===== src/interval_timer_cfg.svh =====
`ifndef INTERVAL_TIMER_CFG_SVH
`define INTERVAL_TIMER_CFG_SVH

// register byte offsets on the apb word map
`define OFS_RUN_CONTROL     12'h000
`define OFS_CLOCK_SELECT    12'h004
`define OFS_COMPARE         12'h008
`define OFS_COUNTER         12'h00c

// reset values
`define RST_RUN_CONTROL     8'h00
`define RST_CLOCK_SELECT    8'h11
`define RST_COUNTER         16'h0000

// field positions in timer_run_control
`define BIT_RUN_ENABLE      7
`define BIT_WIDTH_SELECT    4
// upper nibble of count_clock_select serves this timer
`define SEL_HI              7
`define SEL_LO              4

// count clock source codes (upper nibble of count_clock_select)
`define SEL_DIV_MAX         4'h8
`define SEL_EXT_RISE        4'he
`define SEL_EXT_FALL        4'hf
// smallest prescale divisor; the select code shifts it up by powers of two
`define DIV_BASE            11'h004

`define BYTE_ZERO           8'h00
`define HALF_ZERO           16'h0000
`define WORD_ZERO           32'h0000_0000

`endif


===== src/interval_timer_pkg.sv =====
package interval_timer_pkg;

    typedef logic [15:0] count_t;

    typedef enum logic [1:0] {
        SRC_DIV,
        SRC_EXT_RISE,
        SRC_EXT_FALL,
        SRC_NONE
    } clk_src_e;

endpackage


===== src/count_tick_gen.sv =====
`timescale 1ns/100ps
`include "interval_timer_cfg.svh"

module count_tick_gen
    import interval_timer_pkg::*;
#(
    parameter int PRE_W = 10
) (
    input  wire logic       clk_sys,
    input  wire logic       rst,
    input  wire logic [3:0] sel,
    input  wire logic       ext_count_in,
    output logic            tick
);

    logic [PRE_W-1:0] pre_q;
    logic [PRE_W-1:0] pre_d;
    logic             ext_prev_q;
    logic             ext_prev_d;
    logic             tick_q;
    logic             tick_d;
    logic [PRE_W:0]   span;
    logic [PRE_W-1:0] mask;
    clk_src_e         src;

    always_comb begin
        pre_d      = pre_q + 1'b1;
        ext_prev_d = ext_count_in;
        span       = (PRE_W+1)'(`DIV_BASE) << sel;
        mask       = PRE_W'(span - 1'b1);
        if (sel <= `SEL_DIV_MAX) begin
            src = SRC_DIV;
        end else if (sel == `SEL_EXT_RISE) begin
            src = SRC_EXT_RISE;
        end else if (sel == `SEL_EXT_FALL) begin
            src = SRC_EXT_FALL;
        end else begin
            src = SRC_NONE;
        end
        // free-running divider: one pulse when the selected low bits all read one
        case (src)
            SRC_DIV:      tick_d = &(pre_q | ~mask);           // [RQ1] [RQ12]
            SRC_EXT_RISE: tick_d = ext_count_in & ~ext_prev_q; // [RQ1]
            SRC_EXT_FALL: tick_d = ~ext_count_in & ext_prev_q; // [RQ1]
            default:      tick_d = 1'b0;
        endcase
    end

    always_ff @(posedge clk_sys or posedge rst) begin
        if (rst) begin
            pre_q      <= '0;
            ext_prev_q <= 1'b0;
            tick_q     <= 1'b0;
        end else begin
            pre_q      <= pre_d;
            ext_prev_q <= ext_prev_d;
            tick_q     <= tick_d;
        end
    end

    assign tick = tick_q;
endmodule


===== src/interval_timer.sv =====
// Implementation choices: the APB register port and the placing of the registers.
`timescale 1ns/100ps
`include "interval_timer_cfg.svh"

// Summary of operation
// RQ1 - count clock is a prescaled system clock or an edge-detected input
// RQ2 - run-control upper nibble drives this timer; register resets to zero
// RQ3 - clock-select upper nibble picks count clock; register resets to 11 hex
// RQ4 - width select bit 4: zero gives 8-bit, one gives 16-bit counting
// RQ5 - reset clears the counter and leaves counting stopped
// RQ6 - setting run enable clears counter on next count clock, then counts up
// RQ7 - clearing run enable zeroes the counter at once and stops matches
// RQ8 - rewriting run enable as one leaves counting undisturbed
// RQ9 - on match the count holds until the next count clock, then clears
// RQ10 - restart after stop counts from zero at the next count clock
// RQ11 - a match raises the compare interrupt; auto clear gives repeating interval
// RQ12 - interval is compare plus one times divisor; divisors 4 to 1024
// RQ13 - stopping while matched still raises the compare interrupt
// RQ14 - software stops the timer before changing the clock select
// RQ15 - the periodic compare event also serves as serial baud clock
// RQ16 - matches are only detected on counter increments
// RQ17 - no match detection in the cycle the compare register is written
// RQ18 - compare register is not initialised by reset
// RQ19 - compare interrupt is a one-cycle pulse per match
// RQ20 - in 8-bit mode only the low bytes count and compare

module interval_timer
    import interval_timer_pkg::*;
#(
    parameter int PRE_W = 10
) (
    input  wire logic        clk_sys,
    input  wire logic        rst,
    input  wire logic        psel,
    input  wire logic        penable,
    input  wire logic        pwrite,
    input  wire logic [11:0] paddr,
    input  wire logic [31:0] pwdata,
    output logic      [31:0] prdata,
    output logic             pready,
    output logic             pslverr,
    input  wire logic        ext_count_in,
    output logic             compare_irq,
    output logic             baud_tick
);

    // apb slave
    logic [31:0] prdata_q;
    logic [31:0] prdata_d;
    logic        pready_q;
    logic        pready_d;
    logic        pslverr_q;
    logic        pslverr_d;
    logic        setup;
    logic        acc_wr;
    logic        wr_ctl;
    logic        wr_sel;
    logic        wr_cmp;
    logic        mapped;

    // registers and counter state
    logic [7:0]  run_ctl_q;
    logic [7:0]  run_ctl_d;
    logic [7:0]  clk_sel_q;
    logic [7:0]  clk_sel_d;
    count_t      cmp_q;
    count_t      cmp_d;
    count_t      cnt_q;
    count_t      cnt_d;
    logic        pend_q;
    logic        pend_d;
    logic        hold_q;
    logic        hold_d;
    logic        irq_q;
    logic        irq_d;
    logic        baud_q;
    logic        baud_d;

    logic        tick;
    logic        run_now;
    logic        run_next;
    logic        wide_now;
    logic        wide_next;
    logic        start;
    count_t      inc_val;
    count_t      cmp_eff;
    logic        match;

    count_tick_gen #(
        .PRE_W        (PRE_W)
    ) u_tick (
        .clk_sys      (clk_sys),
        .rst          (rst),
        .sel          (clk_sel_q[`SEL_HI:`SEL_LO]), // [RQ3]
        .ext_count_in (ext_count_in),
        .tick         (tick)
    );

    always_comb begin
        setup  = psel & ~penable;
        acc_wr = psel & penable & pready_q & pwrite;
        mapped = (paddr == `OFS_RUN_CONTROL) || (paddr == `OFS_CLOCK_SELECT) ||
                 (paddr == `OFS_COMPARE) || (paddr == `OFS_COUNTER);
        wr_ctl = acc_wr & (paddr == `OFS_RUN_CONTROL);
        wr_sel = acc_wr & (paddr == `OFS_CLOCK_SELECT);
        wr_cmp = acc_wr & (paddr == `OFS_COMPARE);

        // answer is ready in the first access cycle; read data sampled in setup
        pready_d  = setup;
        pslverr_d = setup & ~mapped;
        prdata_d  = prdata_q;
        if (setup) begin
            case (paddr)
                `OFS_RUN_CONTROL:  prdata_d = {24'h00_0000, run_ctl_q};
                `OFS_CLOCK_SELECT: prdata_d = {24'h00_0000, clk_sel_q};
                `OFS_COMPARE:      prdata_d = {16'h0000, cmp_q};
                `OFS_COUNTER:      prdata_d = {16'h0000, cnt_q};
                default:           prdata_d = `WORD_ZERO;
            endcase
        end
    end

    always_ff @(posedge clk_sys or posedge rst) begin
        if (rst) begin
            prdata_q  <= `WORD_ZERO;
            pready_q  <= 1'b0;
            pslverr_q <= 1'b0;
        end else begin
            prdata_q  <= prdata_d;
            pready_q  <= pready_d;
            pslverr_q <= pslverr_d;
        end
    end

    // register file; lower nibbles belong to the sibling timer and are only stored
    always_comb begin
        run_ctl_d = wr_ctl ? pwdata[7:0] : run_ctl_q; // [RQ2]
        // changing the source while running is left to software to avoid
        clk_sel_d = wr_sel ? pwdata[7:0] : clk_sel_q; // [RQ3] [RQ14]
        cmp_d     = wr_cmp ? pwdata[15:0] : cmp_q;
    end

    always_ff @(posedge clk_sys or posedge rst) begin
        if (rst) begin
            run_ctl_q <= `RST_RUN_CONTROL;  // [RQ2]
            clk_sel_q <= `RST_CLOCK_SELECT; // [RQ3]
        end else begin
            run_ctl_q <= run_ctl_d;
            clk_sel_q <= clk_sel_d;
        end
    end

    // no reset on purpose: contents stay undefined until software loads them
    always_ff @(posedge clk_sys) begin
        cmp_q <= cmp_d; // [RQ18]
    end

    // counter, start pending, match hold and compare pulse
    always_comb begin
        run_now   = run_ctl_q[`BIT_RUN_ENABLE];
        run_next  = run_ctl_d[`BIT_RUN_ENABLE];
        wide_now  = run_ctl_q[`BIT_WIDTH_SELECT];  // [RQ4]
        wide_next = run_ctl_d[`BIT_WIDTH_SELECT];
        start     = ~run_now & run_next;
        // a rewrite of one while running is not a start
        inc_val   = wide_now ? cnt_q + 16'h0001
                             : {`BYTE_ZERO, cnt_q[7:0] + 8'h01}; // [RQ4] [RQ20]
        cmp_eff   = wide_now ? cmp_q : {`BYTE_ZERO, cmp_q[7:0]}; // [RQ20]
        // compare written this cycle: its match is not seen
        match     = (inc_val == cmp_eff) & ~wr_cmp; // [RQ16] [RQ17]

        cnt_d  = cnt_q;
        pend_d = pend_q | start; // [RQ8]
        hold_d = hold_q;
        irq_d  = 1'b0;           // [RQ19]
        if (run_now && tick) begin
            if (pend_q || hold_q) begin
                cnt_d  = `HALF_ZERO; // [RQ6] [RQ9] [RQ10]
                pend_d = 1'b0;
                hold_d = 1'b0;
            end else begin
                cnt_d = inc_val;     // [RQ16]
                if (match) begin
                    irq_d  = 1'b1;   // [RQ11] [RQ13]
                    hold_d = 1'b1;   // [RQ9]
                end
            end
        end
        // the stop wins over counting, yet a match caught this cycle still pulses
        if (!run_next) begin
            cnt_d  = `HALF_ZERO; // [RQ7]
            pend_d = 1'b0;
            hold_d = 1'b0;
        end
        if (!wide_next) begin
            cnt_d[15:8] = `BYTE_ZERO; // [RQ20]
        end
        baud_d = irq_d; // [RQ15]
    end

    always_ff @(posedge clk_sys or posedge rst) begin
        if (rst) begin
            cnt_q  <= `RST_COUNTER; // [RQ5]
            pend_q <= 1'b0;
            hold_q <= 1'b0;
            irq_q  <= 1'b0;
            baud_q <= 1'b0;
        end else begin
            cnt_q  <= cnt_d;
            pend_q <= pend_d;
            hold_q <= hold_d;
            irq_q  <= irq_d;
            baud_q <= baud_d;
        end
    end

    assign prdata      = prdata_q;
    assign pready      = pready_q;
    assign pslverr     = pslverr_q;
    assign compare_irq = irq_q;
    assign baud_tick   = baud_q;
endmodule


===== config.mk =====
export PLATFORM = sky130hd
export DESIGN_NAME = interval_timer
export DESIGN_NICKNAME = d
export VERILOG_FILES = /design/src/interval_timer_pkg.sv /design/src/count_tick_gen.sv /design/src/interval_timer.sv
export VERILOG_INCLUDE_DIRS = /design/src
export SDC_FILE = /design/constraint.sdc
export NUM_CORES = 1
export LEC_CHECK = 0
export ABC_CLOCK_PERIOD_IN_PS = 3150
export BUFFER_PORTS_ARGS = -buffer_cell sky130_fd_sc_hd__clkbuf_2
export CELL_PAD_IN_SITES_DETAIL_PLACEMENT = 0
export CELL_PAD_IN_SITES_GLOBAL_PLACEMENT = 1
export CORE_ASPECT_RATIO = 0.5
export CORE_MARGIN = 5
export CORE_UTILIZATION = 23
export CTS_BUF_LIST = sky130_fd_sc_hd__clkbuf_4
export DETAILED_ROUTE_END_ITERATION = 8
export GPL_ROUTABILITY_DRIVEN = 0
export GPL_TIMING_DRIVEN = 1
export PLACE_DENSITY_LB_ADDON = 0.15
export SLEW_MARGIN = 20
export SYNTH_ARGS = -nofsm -noshare
export SYNTH_HDL_FRONTEND = slang
export SYNTH_SLANG_ARGS = --single-unit

===== constraint.sdc =====
create_clock -name clk_sys -period 3.15 [get_ports clk_sys]
set_input_delay 0.315 -clock clk_sys [delete_from_list [all_inputs] [get_ports clk_sys]]
set_output_delay 0.315 -clock clk_sys [all_outputs]
set_load 0.03 [all_outputs]

**Word level (Yosys, flattened, before mapping)**

Index checks and enable logic that the tools add are counted.

- Register bits after elaboration: 97
- Word-level logic and storage cells: 84

- Add/sub/neg operators: 4
- $lt $le $gt $ge: 1
- Equal/unequal tests: 11
- Shift operators: 1
- Mux-type cells: 22
- Bitwise operators: 21
- Reductions and logical operators: 9

Operator list:

| cell | number |
|---|---|
| 2-to-1 mux 16 bit | 5 |
| one-hot mux 16 bit (4 select lines) | 1 |
| equality test 12 x 4 -> 1 bit, second input constant | 2 |
| adder 16 x 1 -> 16 bit, second input constant | 1 |
| equality test 16 bit | 1 |
| 2-to-1 mux 8 bit | 2 |
| AND 1 bit | 12 |
| equality test 12 x 3 -> 1 bit, second input constant | 1 |
| logical NOT 12 bit | 1 |
| 2-to-1 mux 1 bit | 11 |
| adder 10 x 1 -> 10 bit, second input constant | 1 |
| inverter 10 bit | 1 |
| bitwise OR 10 bit | 1 |
| AND reduction 10 bit | 1 |
| left shift 3 x 4 -> 10 bit, first input constant | 1 |
| subtractor 10 x 1 -> 10 bit, second input constant | 1 |
| adder 8 x 1 -> 8 bit, second input constant | 1 |
| equality test 4 bit, second input constant | 2 |
| inverter 1 bit | 6 |
| <= comparator 4 bit, second input constant | 1 |
| logical OR 1 bit | 4 |
| 2-to-1 mux 2 bit | 2 |
| != test 3 x 1 -> 1 bit, second input constant | 1 |
| != test 3 x 2 -> 1 bit, second input constant | 1 |
| other kinds (8) | 8 |

**Depth between registers and ports, before layout**

Gate-level depths: netlist of the first run.

- Depth after elaboration: 10
- Depth in mapped cells: 8
- Depth with buffers taken out: 7

**By module**

From an unflattened synthesis of the first run, not the netlist that was laid out.

- Cells, all modules: 410
- Area, all modules: 4434.3 µm²

Modules (own cells, without submodules):

| module | instances | cells an instance | area each (µm²) | sequential area each (µm²) |
|---|---|---|---|---|
| interval_timer | 1 | 346 | 3756.1 | 1809.2 |
| count_tick_gen | 1 | 64 | 678.2 | 300.3 |

**Least setup slack after synthesis of the first run**

OpenSTA, ideal clock, no wires.

- Kind: input-to-reg
- From: input port paddr[9]
- To: register hold_q
- Library setup time: 0.122 ns
- Arrival: 3.087 ns
- Slack: -0.059 ns
- Stages: 6
- Buffers on the path: 1
- Cell sequence: nor4_1 buf_2 nand3_2 nor4_1 nor4_1 a32o_1

- Longest elaborated chain between the ends: 6
- Elaborated cells between the ends (all ways): 11

RTL lines:

| element | RTL line | RTL |
|---|---|---|
| from (decl) | interval_timer.sv:37 | `input wire logic [11:0] paddr,` |
| equality test 12 x 4 -> 1 bit | - |  |
| AND 1 bit | interval_timer.sv:106 | `` wr_cmp = acc_wr & (paddr == `OFS_COMPARE); `` |
| named net wr_cmp | interval_timer.sv:58 | `logic wr_cmp;` |
| inverter 1 bit | interval_timer.sv:170 | `match = (inc_val == cmp_eff) & ~wr_cmp;` |
| AND 1 bit | interval_timer.sv:170 |  |
| != test 3 x 1 -> 1 bit (no line) | - |  |
| AND reduction 2 bit (no line) | - |  |
| to (signal assigned) | interval_timer.sv:211 | `hold_q <= hold_d;` |
| to (decl) | interval_timer.sv:72 | `logic hold_q;` |

The timed path passes the listed nets, and every way through them passes these cells.
A chain may end at the register's enable or synchronous reset.

**Final worst setup path of the first run**

- From: register cnt_q[0]
- To: register hold_q

- Longest elaborated chain between the ends: 6
- Elaborated cells between the ends (all ways): 7

RTL lines:

| element | RTL line | RTL |
|---|---|---|
| from (decl) | interval_timer.sv:68 | `count_t cnt_q;` |
| from (signal assigned) | interval_timer.sv:203 | `` cnt_q <= `RST_COUNTER; `` |
| from (signal assigned) | interval_timer.sv:209 | `cnt_q <= cnt_d;` |
| adder 16 x 1 -> 16 bit or adder 8 x 1 -> 8 bit (tied branches) | interval_timer.sv:166, interval_timer.sv:167 |  |
| 2-to-1 mux 16 bit * | interval_timer.sv:166 | `inc_val = wide_now ? cnt_q + 16'h0001` |
| equality test 16 bit * | interval_timer.sv:170 |  |
| AND 1 bit * | interval_timer.sv:170 |  |
| != test 3 x 1 -> 1 bit (no line) * | - |  |
| AND reduction 2 bit (no line) * | - |  |

Mark *: on every way between the ends. The rest lies on a longest branch, timed or not.

==> reports/metrics.cfg, run 1 <==
[run_status]
run_status = finished, final reports clean

[critical_path]
cp_cell_sequence = ha_1, nand3_2, nor4_1, xnor2_1, nand2_1, o41ai_2, a32o_1
worst_ep_required_time_ns = 3.55
critical_path.endpoint_type = flop
crit_path_slowest_cell = sky130_fd_sc_hd__nor4_1
critical_path.max_fanout = 8
worstSetupPathType = flop to flop
critical_path_buf_inv_count = 0
critPathLaunchType = flop
worstPathArrival_ns = 3.10
critical_path.top_delay_family = simple AND/OR/NAND/NOR gates
cpPeakStageDelay_ns = 0.69

[logic_synthesis]
most_instantiated_cells_after_synthesis = 63 x sky130_fd_sc_hd__dfrtp_1, 45 x sky130_fd_sc_hd__o21ai_0, 37 x sky130_fd_sc_hd__nand2_1
synth_top_flop_cell = sky130_fd_sc_hd__dfrtp_1
synth_top_cells_by_area = sky130_fd_sc_hd__dfrtp_1 36%, sky130_fd_sc_hd__edfxtp_1 11%, sky130_fd_sc_hd__o21ai_0 5.1%
synthesis.area_per_instance_um2 = 10.4
syn_area_mm2 = 0.00443
postSynthRegisterBits = 81
synth_most_common_cell = sky130_fd_sc_hd__dfrtp_1
synth_warnings = 0
synth_async_sr_flop_share_pct = 80.2
yosysUniqueCellTypes = 57
synth_top_area_share_pct = 35.6
number_of_instances_in_the_synthesized_netlist = 426
synth_seq_area_share_pct = 47.6
edff_count_synth = 16
synth_largest_area_cell = sky130_fd_sc_hd__dfrtp_1

[final_layout]
areaGrowthSynthToFinish_pct = 17.2
drive_above_1_share_pct = 24.2
nNetsFinal = 540
n_fill_cell = 1997

[global_routing]
globalRouteMet2Util_pct = 16.5
grt.busiest_layer = met1
grtUsageTotal_pct = 11.7
first_pass_grt_wire_length_um = 19900
grt_max_degree = 42
groute.layer.met3.usage_pct = 3.66
overflow = 0
initial_antenna_violation_count = 1
vias_in_the_first_global_route = 3341
grtUsageMet1_pct = 17.3

[floorplan]
floorplan.die.width_um = 206
row_count = 35
initial_core_util_pct = 23.8
io_pins = 86
core_area_mm2 = 0.0187
floorplan.die.height_um = 108
fp.dieArea_mm2 = 0.0223

[clock_tree]
cts-htree-levels = 3
ctsLongestPathBuffers = 2
insertion_delay_to_the_later_sink_of_the_worst_skew_pair_ns = 0.46
holdBufCountCts = 4
worst_setup_hold_path_clk_slew_ns = 0.13
tritoncts_num_sinks = 81
postCtsSetupBuffers = 0
cts-resized-gates = 0
tritoncts = yes
number_of_buffers_created_by_cts = 9
root_buffer = sky130_fd_sc_hd__clkbuf_4

[timing]
totalNegativeSetupSlack_ns = 0
grt_setup_unrepaired = no
number_of_hold_violations_in_the_final_report = 0
report.final.slew_viol_count = 0
final_cycle_utilization_of_the_critical_path_pct = 85.6
clock_skew_ns = 0.0161
timing_worst_slew_pin_value_ns = 0.885
report.final.setup_viol = 0
timing.fmax_mhz = 371
maxSlewHeadroom_pct = 40.4
worst_hold_slack_ns = 0.0486
finalWorstPathRequiredPeriod_ns = 2.70

[routing]
vias = 3360
detail_route.vias_per_cell = 4.47
wl_per_cell_um = 16.6
drc_errors = 0
ant_nets = 0
total_wirelength_um = 12500
drt-initial-drc-count = 187
drt_pre_antenna_iters = 4

[power_and_ir_drop]
power_leakage_nw = 2.26
power_density_mw_per_mm2 = 351
vdd_drop_max_mv = 0.114

[flow_run]
maximum_capacitance_violations = 0

[place]
portBuffers = 53
hpwl_um = 9260

[hold_path]
worstHoldPathType = primary input to flop

-- path summary, 6_finish.rpt --
kind                                             start                        end  slack, ns  cells after the start
worst max-delay path              cnt_q[0]$_DFFE_PP0P_         hold_q$_DFFE_PP0P_       0.45                      7
worst min-delay path                         pwdata[9]         cmp_q[9]$_DFFE_PP_       0.05                      1
worst max register to register    cnt_q[0]$_DFFE_PP0P_         hold_q$_DFFE_PP0P_       0.45                      7
worst min register to register  prdata[10]$_DFFE_PP0P_     prdata[10]$_DFFE_PP0P_       0.49                      2
max in group asynchronous                          rst      cnt_q[11]$_DFFE_PP0P_       1.71                      5
min in group asynchronous                          rst  u_tick.pre_q[8]$_DFF_PP0_       0.31                      3
-- final cells by class --
class                   count  area, µm²  share of cell area [%]
diodes                      1       2.50                  0.0482
flip-flops and latches     81       2110                    40.6
clock buffers              11       82.6                    1.59
repair buffers             77        465                    8.96
well taps                 259        324                    6.24
clock inverters             5       47.5                   0.915
multi-input cells         305       2110                    40.7
inverters                  13       48.8                   0.940
-- registers in the layout (all words and copies together), names as in the netlist --
name / count
pslverr: 1
prdata: 16
run_ctl_q: 8
cmp_q: 16
u_tick.pre_q: 10
hold_q: 1
cnt_q: 16
pready: 1
u_tick.tick: 1
clk_sel_q: 8
u_tick.ext_prev_q: 1
pend_q: 1
baud_tick: 1
-- cell families after synthesis --
logic type / Yosys count / share of synthesized area, %
adder cells (fa/ha/maj): 3 / 0.847
other: 1 / 0.0846
XOR/XNOR: 29 / 5.73
AO/OA/AOI/OAI: 87 / 11.6
AND/OR/NAND/NOR: 137 / 17.6
buffers and inverters: 55 / 6.49
multiplexers: 33 / 10.1
flip-flops: 81 / 47.6
-- layout by cell type, fill, tap and decap left out, types with 3 or more instances in the layout --
| master | count |
|---|---|
| sky130_fd_sc_hd__nand2_1 | 37 |
| sky130_fd_sc_hd__nand2b_1 | 7 |
| sky130_fd_sc_hd__a21oi_1 | 16 |
| sky130_fd_sc_hd__o21ai_0 | 45 |
| sky130_fd_sc_hd__conb_1 | 16 |
| sky130_fd_sc_hd__o41ai_1 | 3 |
| sky130_fd_sc_hd__nor2_1 | 26 |
| sky130_fd_sc_hd__a31oi_1 | 4 |
| sky130_fd_sc_hd__nand3_1 | 10 |
| sky130_fd_sc_hd__or3_1 | 3 |
| sky130_fd_sc_hd__nor3_1 | 4 |
| sky130_fd_sc_hd__buf_4 | 16 |
| sky130_fd_sc_hd__edfxtp_1 | 16 |
| sky130_fd_sc_hd__mux2i_1 | 11 |
| sky130_fd_sc_hd__mux4_2 | 8 |
| sky130_fd_sc_hd__clkbuf_4 | 11 |
| sky130_fd_sc_hd__nand4_1 | 15 |
| sky130_fd_sc_hd__nand3b_1 | 4 |
| sky130_fd_sc_hd__xnor2_1 | 18 |
| sky130_fd_sc_hd__o31ai_1 | 4 |
| sky130_fd_sc_hd__xor2_1 | 11 |
| sky130_fd_sc_hd__nor4_1 | 6 |
| sky130_fd_sc_hd__mux2_2 | 14 |
| sky130_fd_sc_hd__clkbuf_2 | 53 |
| sky130_fd_sc_hd__inv_1 | 12 |
| sky130_fd_sc_hd__dfrtp_1 | 63 |
| sky130_fd_sc_hd__dlygate4sd3_1 | 8 |
| sky130_fd_sc_hd__nor2b_1 | 3 |
| sky130_fd_sc_hd__and3_1 | 3 |
| sky130_fd_sc_hd__ha_1 | 3 |
-- metal layers --
layer / vias up / routed length [µm]
li1: 1632 / -
met1: 1662 / 6580
met2: 55 / 5240
met3: 11 / 515
met4: 0 / 124
met5: - / 0
-- where the power goes --
group          internal [mW]  total, mW  switching, mW
sequential              1.07       1.07       0.000978
combinational         0.0398      0.124         0.0845
clock                  0.253      0.626          0.374
-- through the flow --
stage	power (mW)	instances	setup slack (ns)	util, %	area (µm²)
floorplan	1.18	441	0.643	-	4500
global placement	1.21	727	0.410	26.7	4980
detailed placement	1.21	727	0.390	26.7	4980
CTS	1.86	747	0.437	27.6	5150
global route	1.91	752	0.249	27.8	5190
finish	1.82	752	0.454	27.8	5190
-- worst register-to-register path, cell delays in order, from the launching register on --
cell and delay (ns):
sky130_fd_sc_hd__dfrtp_1 0.54, sky130_fd_sc_hd__ha_1 0.25, sky130_fd_sc_hd__nand3_2 0.19, sky130_fd_sc_hd__nor4_1 0.70, sky130_fd_sc_hd__xnor2_1 0.19, sky130_fd_sc_hd__nand2_1 0.11, sky130_fd_sc_hd__o41ai_2 0.45, sky130_fd_sc_hd__a32o_1 0.23
Note: power is estimated with default switching activity, not from simulation.
==> inputs of run 2 (changes only) <==
Settings changed: ABC_CLOCK_PERIOD_IN_PS 3150 to 2300, CTS_BUF_LIST sky130_fd_sc_hd__clkbuf_4 to default.
Clock period 3.15 ns to 2.3 ns, I/O delays scaled along.
==> reports/metrics.cfg, run 2 (synthesis gave the netlist of run 1 again) <==
[power_and_ir_drop]
seq_power_share_pct = 44.7
power.combinational.fraction_pct = 5.0
internal-power_mw = 2.56
vdd_drop_max_mv = 0.297
power_dissipated_by_switching_net_loads_mw = 0.719
switching_share_pct = 21.9
power_leakage_nw = 2.47
power_density_mw_per_mm2 = 586
clock_power_share_pct = 50.3

[routing]
drt_pre_antenna_iters = 4
wl_per_cell_um = 16.4
total_wirelength_um = 12700
detailroute.wirelength.met3_um = 417
ant_nets = 0
drt-initial-drc-count = 162
routed.top_layer = met4
met2RoutedLength_um = 5490
detail_route.vias_per_cell = 4.40
drc_errors = 0
vias = 3399
met1Wirelength_um = 6620

[clock_tree]
ctsLongestPathBuffers = 2
worst_setup_hold_path_clk_slew_ns = 0.06
tritoncts_num_sinks = 81
insertion_delay_to_the_later_sink_of_the_worst_skew_pair_ns = 0.34
tritoncts = yes
root_buffer = sky130_fd_sc_hd__clkbuf_16
cts-htree-levels = 3
postCtsSetupBuffers = 0
number_of_buffers_created_by_cts = 9

[final_layout]
areaGrowthSynthToFinish_pct = 26.4
commonest_cells_after_routing_fill_and_taps_aside = 62 x sky130_fd_sc_hd__dfrtp_1, 53 x sky130_fd_sc_hd__clkbuf_2, 44 x sky130_fd_sc_hd__o21ai_0
drive_above_1_share_pct = 30.0
final_common_cell = sky130_fd_sc_hd__dfrtp_1
finish.instance_area_mm2 = 0.00560
n_fill_cell = 1962
nNetsFinal = 561
diodes = 0

[timing]
finalWorstPathRequiredPeriod_ns = 2.10
clock_skew_ns = 0.00875
number_of_hold_violations_in_the_final_report = 0
final_cycle_utilization_of_the_critical_path_pct = 91.4
report.final.slew_viol_count = 0
grt_setup_unrepaired = no
timing.fmax_mhz = 476
worst_hold_slack_ns = 0.0275
report.final.setup_viol = 0
totalNegativeSetupSlack_ns = 0

[critical_path]
cp_cell_sequence = nand4_4, nor3_1, buf_4, mux2i_1, o21ai_1, o41ai_4, buf_4, a32o_1
worst_ep_required_time_ns = 2.57
worst_r2r_path_depth = 8
worst_path_most_repeated_cell = sky130_fd_sc_hd__buf_4
worst_r2r_endpoint = hold_q$_DFFE_PP0P_
cpPeakStageDelay_ns = 0.46
worstPathArrival_ns = 2.37
crit_path_slowest_cell = sky130_fd_sc_hd__dfrtp_1
critical_path.endpoint_type = flop
regToRegStartpoint = cnt_q[3]$_DFFE_PP0P_
critPathLaunchType = flop
critical_path.max_fanout = 6
worstSetupPathType = flop to flop
r2r_slack_ns = 0.20

[run_status]
run_status = finished, final reports clean

[floorplan]
core_area_mm2 = 0.0187
row_count = 35
floorplan.die.width_um = 206
floorplan.die.height_um = 108
initial_core_util_pct = 23.8
io_pins = 86
fp.dieArea_mm2 = 0.0223

[global_routing]
initial_antenna_violation_count = 0
grtUsageTotal_pct = 11.7
first_pass_grt_wire_length_um = 20000
overflow = 0
grt_max_degree = 66
vias_in_the_first_global_route = 3407

[hold_path]
hold-path-cell-count = 1
min_from = ext_count_in
hold-path-endpoint = u_tick.ext_prev_q$_DFF_PP0_
worstHoldPathType = primary input to flop

[flow_run]
maximum_capacitance_violations = 0

[place]
hpwl_um = 9510
portBuffers = 53
instance_area_after_placement_mm2 = 0.00522

## run 2: cell count changes in the layout (fill, tap and decap cells not counted), moves of 2 or more
| cell | change |
|---|---|
| sky130_fd_sc_hd__dlygate4sd3_1 | -7 |
| sky130_fd_sc_hd__clkbuf_4 | -11 |
| sky130_fd_sc_hd__buf_4 | +26 |
| sky130_fd_sc_hd__clkinv_1 | -2 |
| sky130_fd_sc_hd__nor4_1 | -2 |
| sky130_fd_sc_hd__nor4_2 | +2 |
| sky130_fd_sc_hd__clkbuf_16 | +10 |
| sky130_fd_sc_hd__buf_12 | +2 |
## run 2: final cells by class
class / count / area [µm²] / area share (%)
tap: 259 / 324 / 5.78
clock buffer: 12 / 268 / 4.78
sequential: 81 / 2110 / 37.7
timing repair buffer: 98 / 631 / 11.3
inverter: 13 / 48.8 / 0.871
clock inverter: 4 / 73.8 / 1.32
multi-input combinational: 305 / 2150 / 38.3
## run 2: timing repair
item                                    CTS  global route
endpoints found under the hold margin    63             0
gates resized for setup                   0             8
endpoints found under the setup margin    0             2
hold buffers                              1             0
## run 2: per-stage QoR
step	setup slack [ns]	util [%]	std cells	total power, mW
floorplan	0.137	-	441	1.61
global placement	0.00779	28.0	755	1.66
detailed placement	0.0572	28.0	755	1.66
CTS	0.0156	29.8	772	3.34
global route	0.00275	30.0	772	3.41
finish	0.198	30.0	772	3.28
## run 2: critical path: cells and delay by family (launching register included)
kind | cells | cell delay (ns)
muxes | 1 | 0.20
DFF | 1 | 0.46
buffers and inverters | 2 | 0.32
AOI/OAI and AO/OA | 3 | 0.64
and+or+nand+nor | 2 | 0.43
## run 2: per-layer routing
| metal | vias up | GRT usage (%) |
|---|---|---|
| li1 | 1671 | - |
| met1 | 1670 | 17.1 |
| met2 | 47 | 17.4 |
| met3 | 11 | 3.09 |
| met4 | 0 | 2.75 |
| met5 | - | 0 |
## run 2: worst max path at each step
stage / end / startpoint / slack [ns] / cells after the start
6_report: hold_q$_DFFE_PP0P_ / cnt_q[3]$_DFFE_PP0P_ / 0.20 / 8
5_1_grt: hold_q$_DFFE_PP0P_ / cnt_q[0]$_DFFE_PP0P_ / 0.003 / 8
4_1_cts: baud_tick$_DFF_PP0_ / cnt_q[0]$_DFFE_PP0P_ / 0.02 / 9
3_5_place_dp: baud_tick$_DFF_PP0_ / cnt_q[0]$_DFFE_PP0P_ / 0.06 / 9
3_3_place_gp: baud_tick$_DFF_PP0_ / cnt_q[0]$_DFFE_PP0P_ / 0.008 / 9
2_1_floorplan: hold_q$_DFFE_PP0P_ / cnt_q[0]$_DFFE_PP0P_ / 0.14 / 8
## run 2: power by group through the flow
| stage | Combinational (mW) | Clock, mW | Sequential [mW] |
|---|---|---|---|
| 2_1_floorplan | 0.115 | 0 | 1.50 |
| 3_3_place_gp | 0.169 | 0 | 1.50 |
| 3_5_place_dp | 0.169 | 0 | 1.50 |
| 4_1_cts | 0.171 | 1.71 | 1.47 |
| 5_1_grt | 0.186 | 1.76 | 1.47 |
| 6_report | 0.165 | 1.65 | 1.47 |
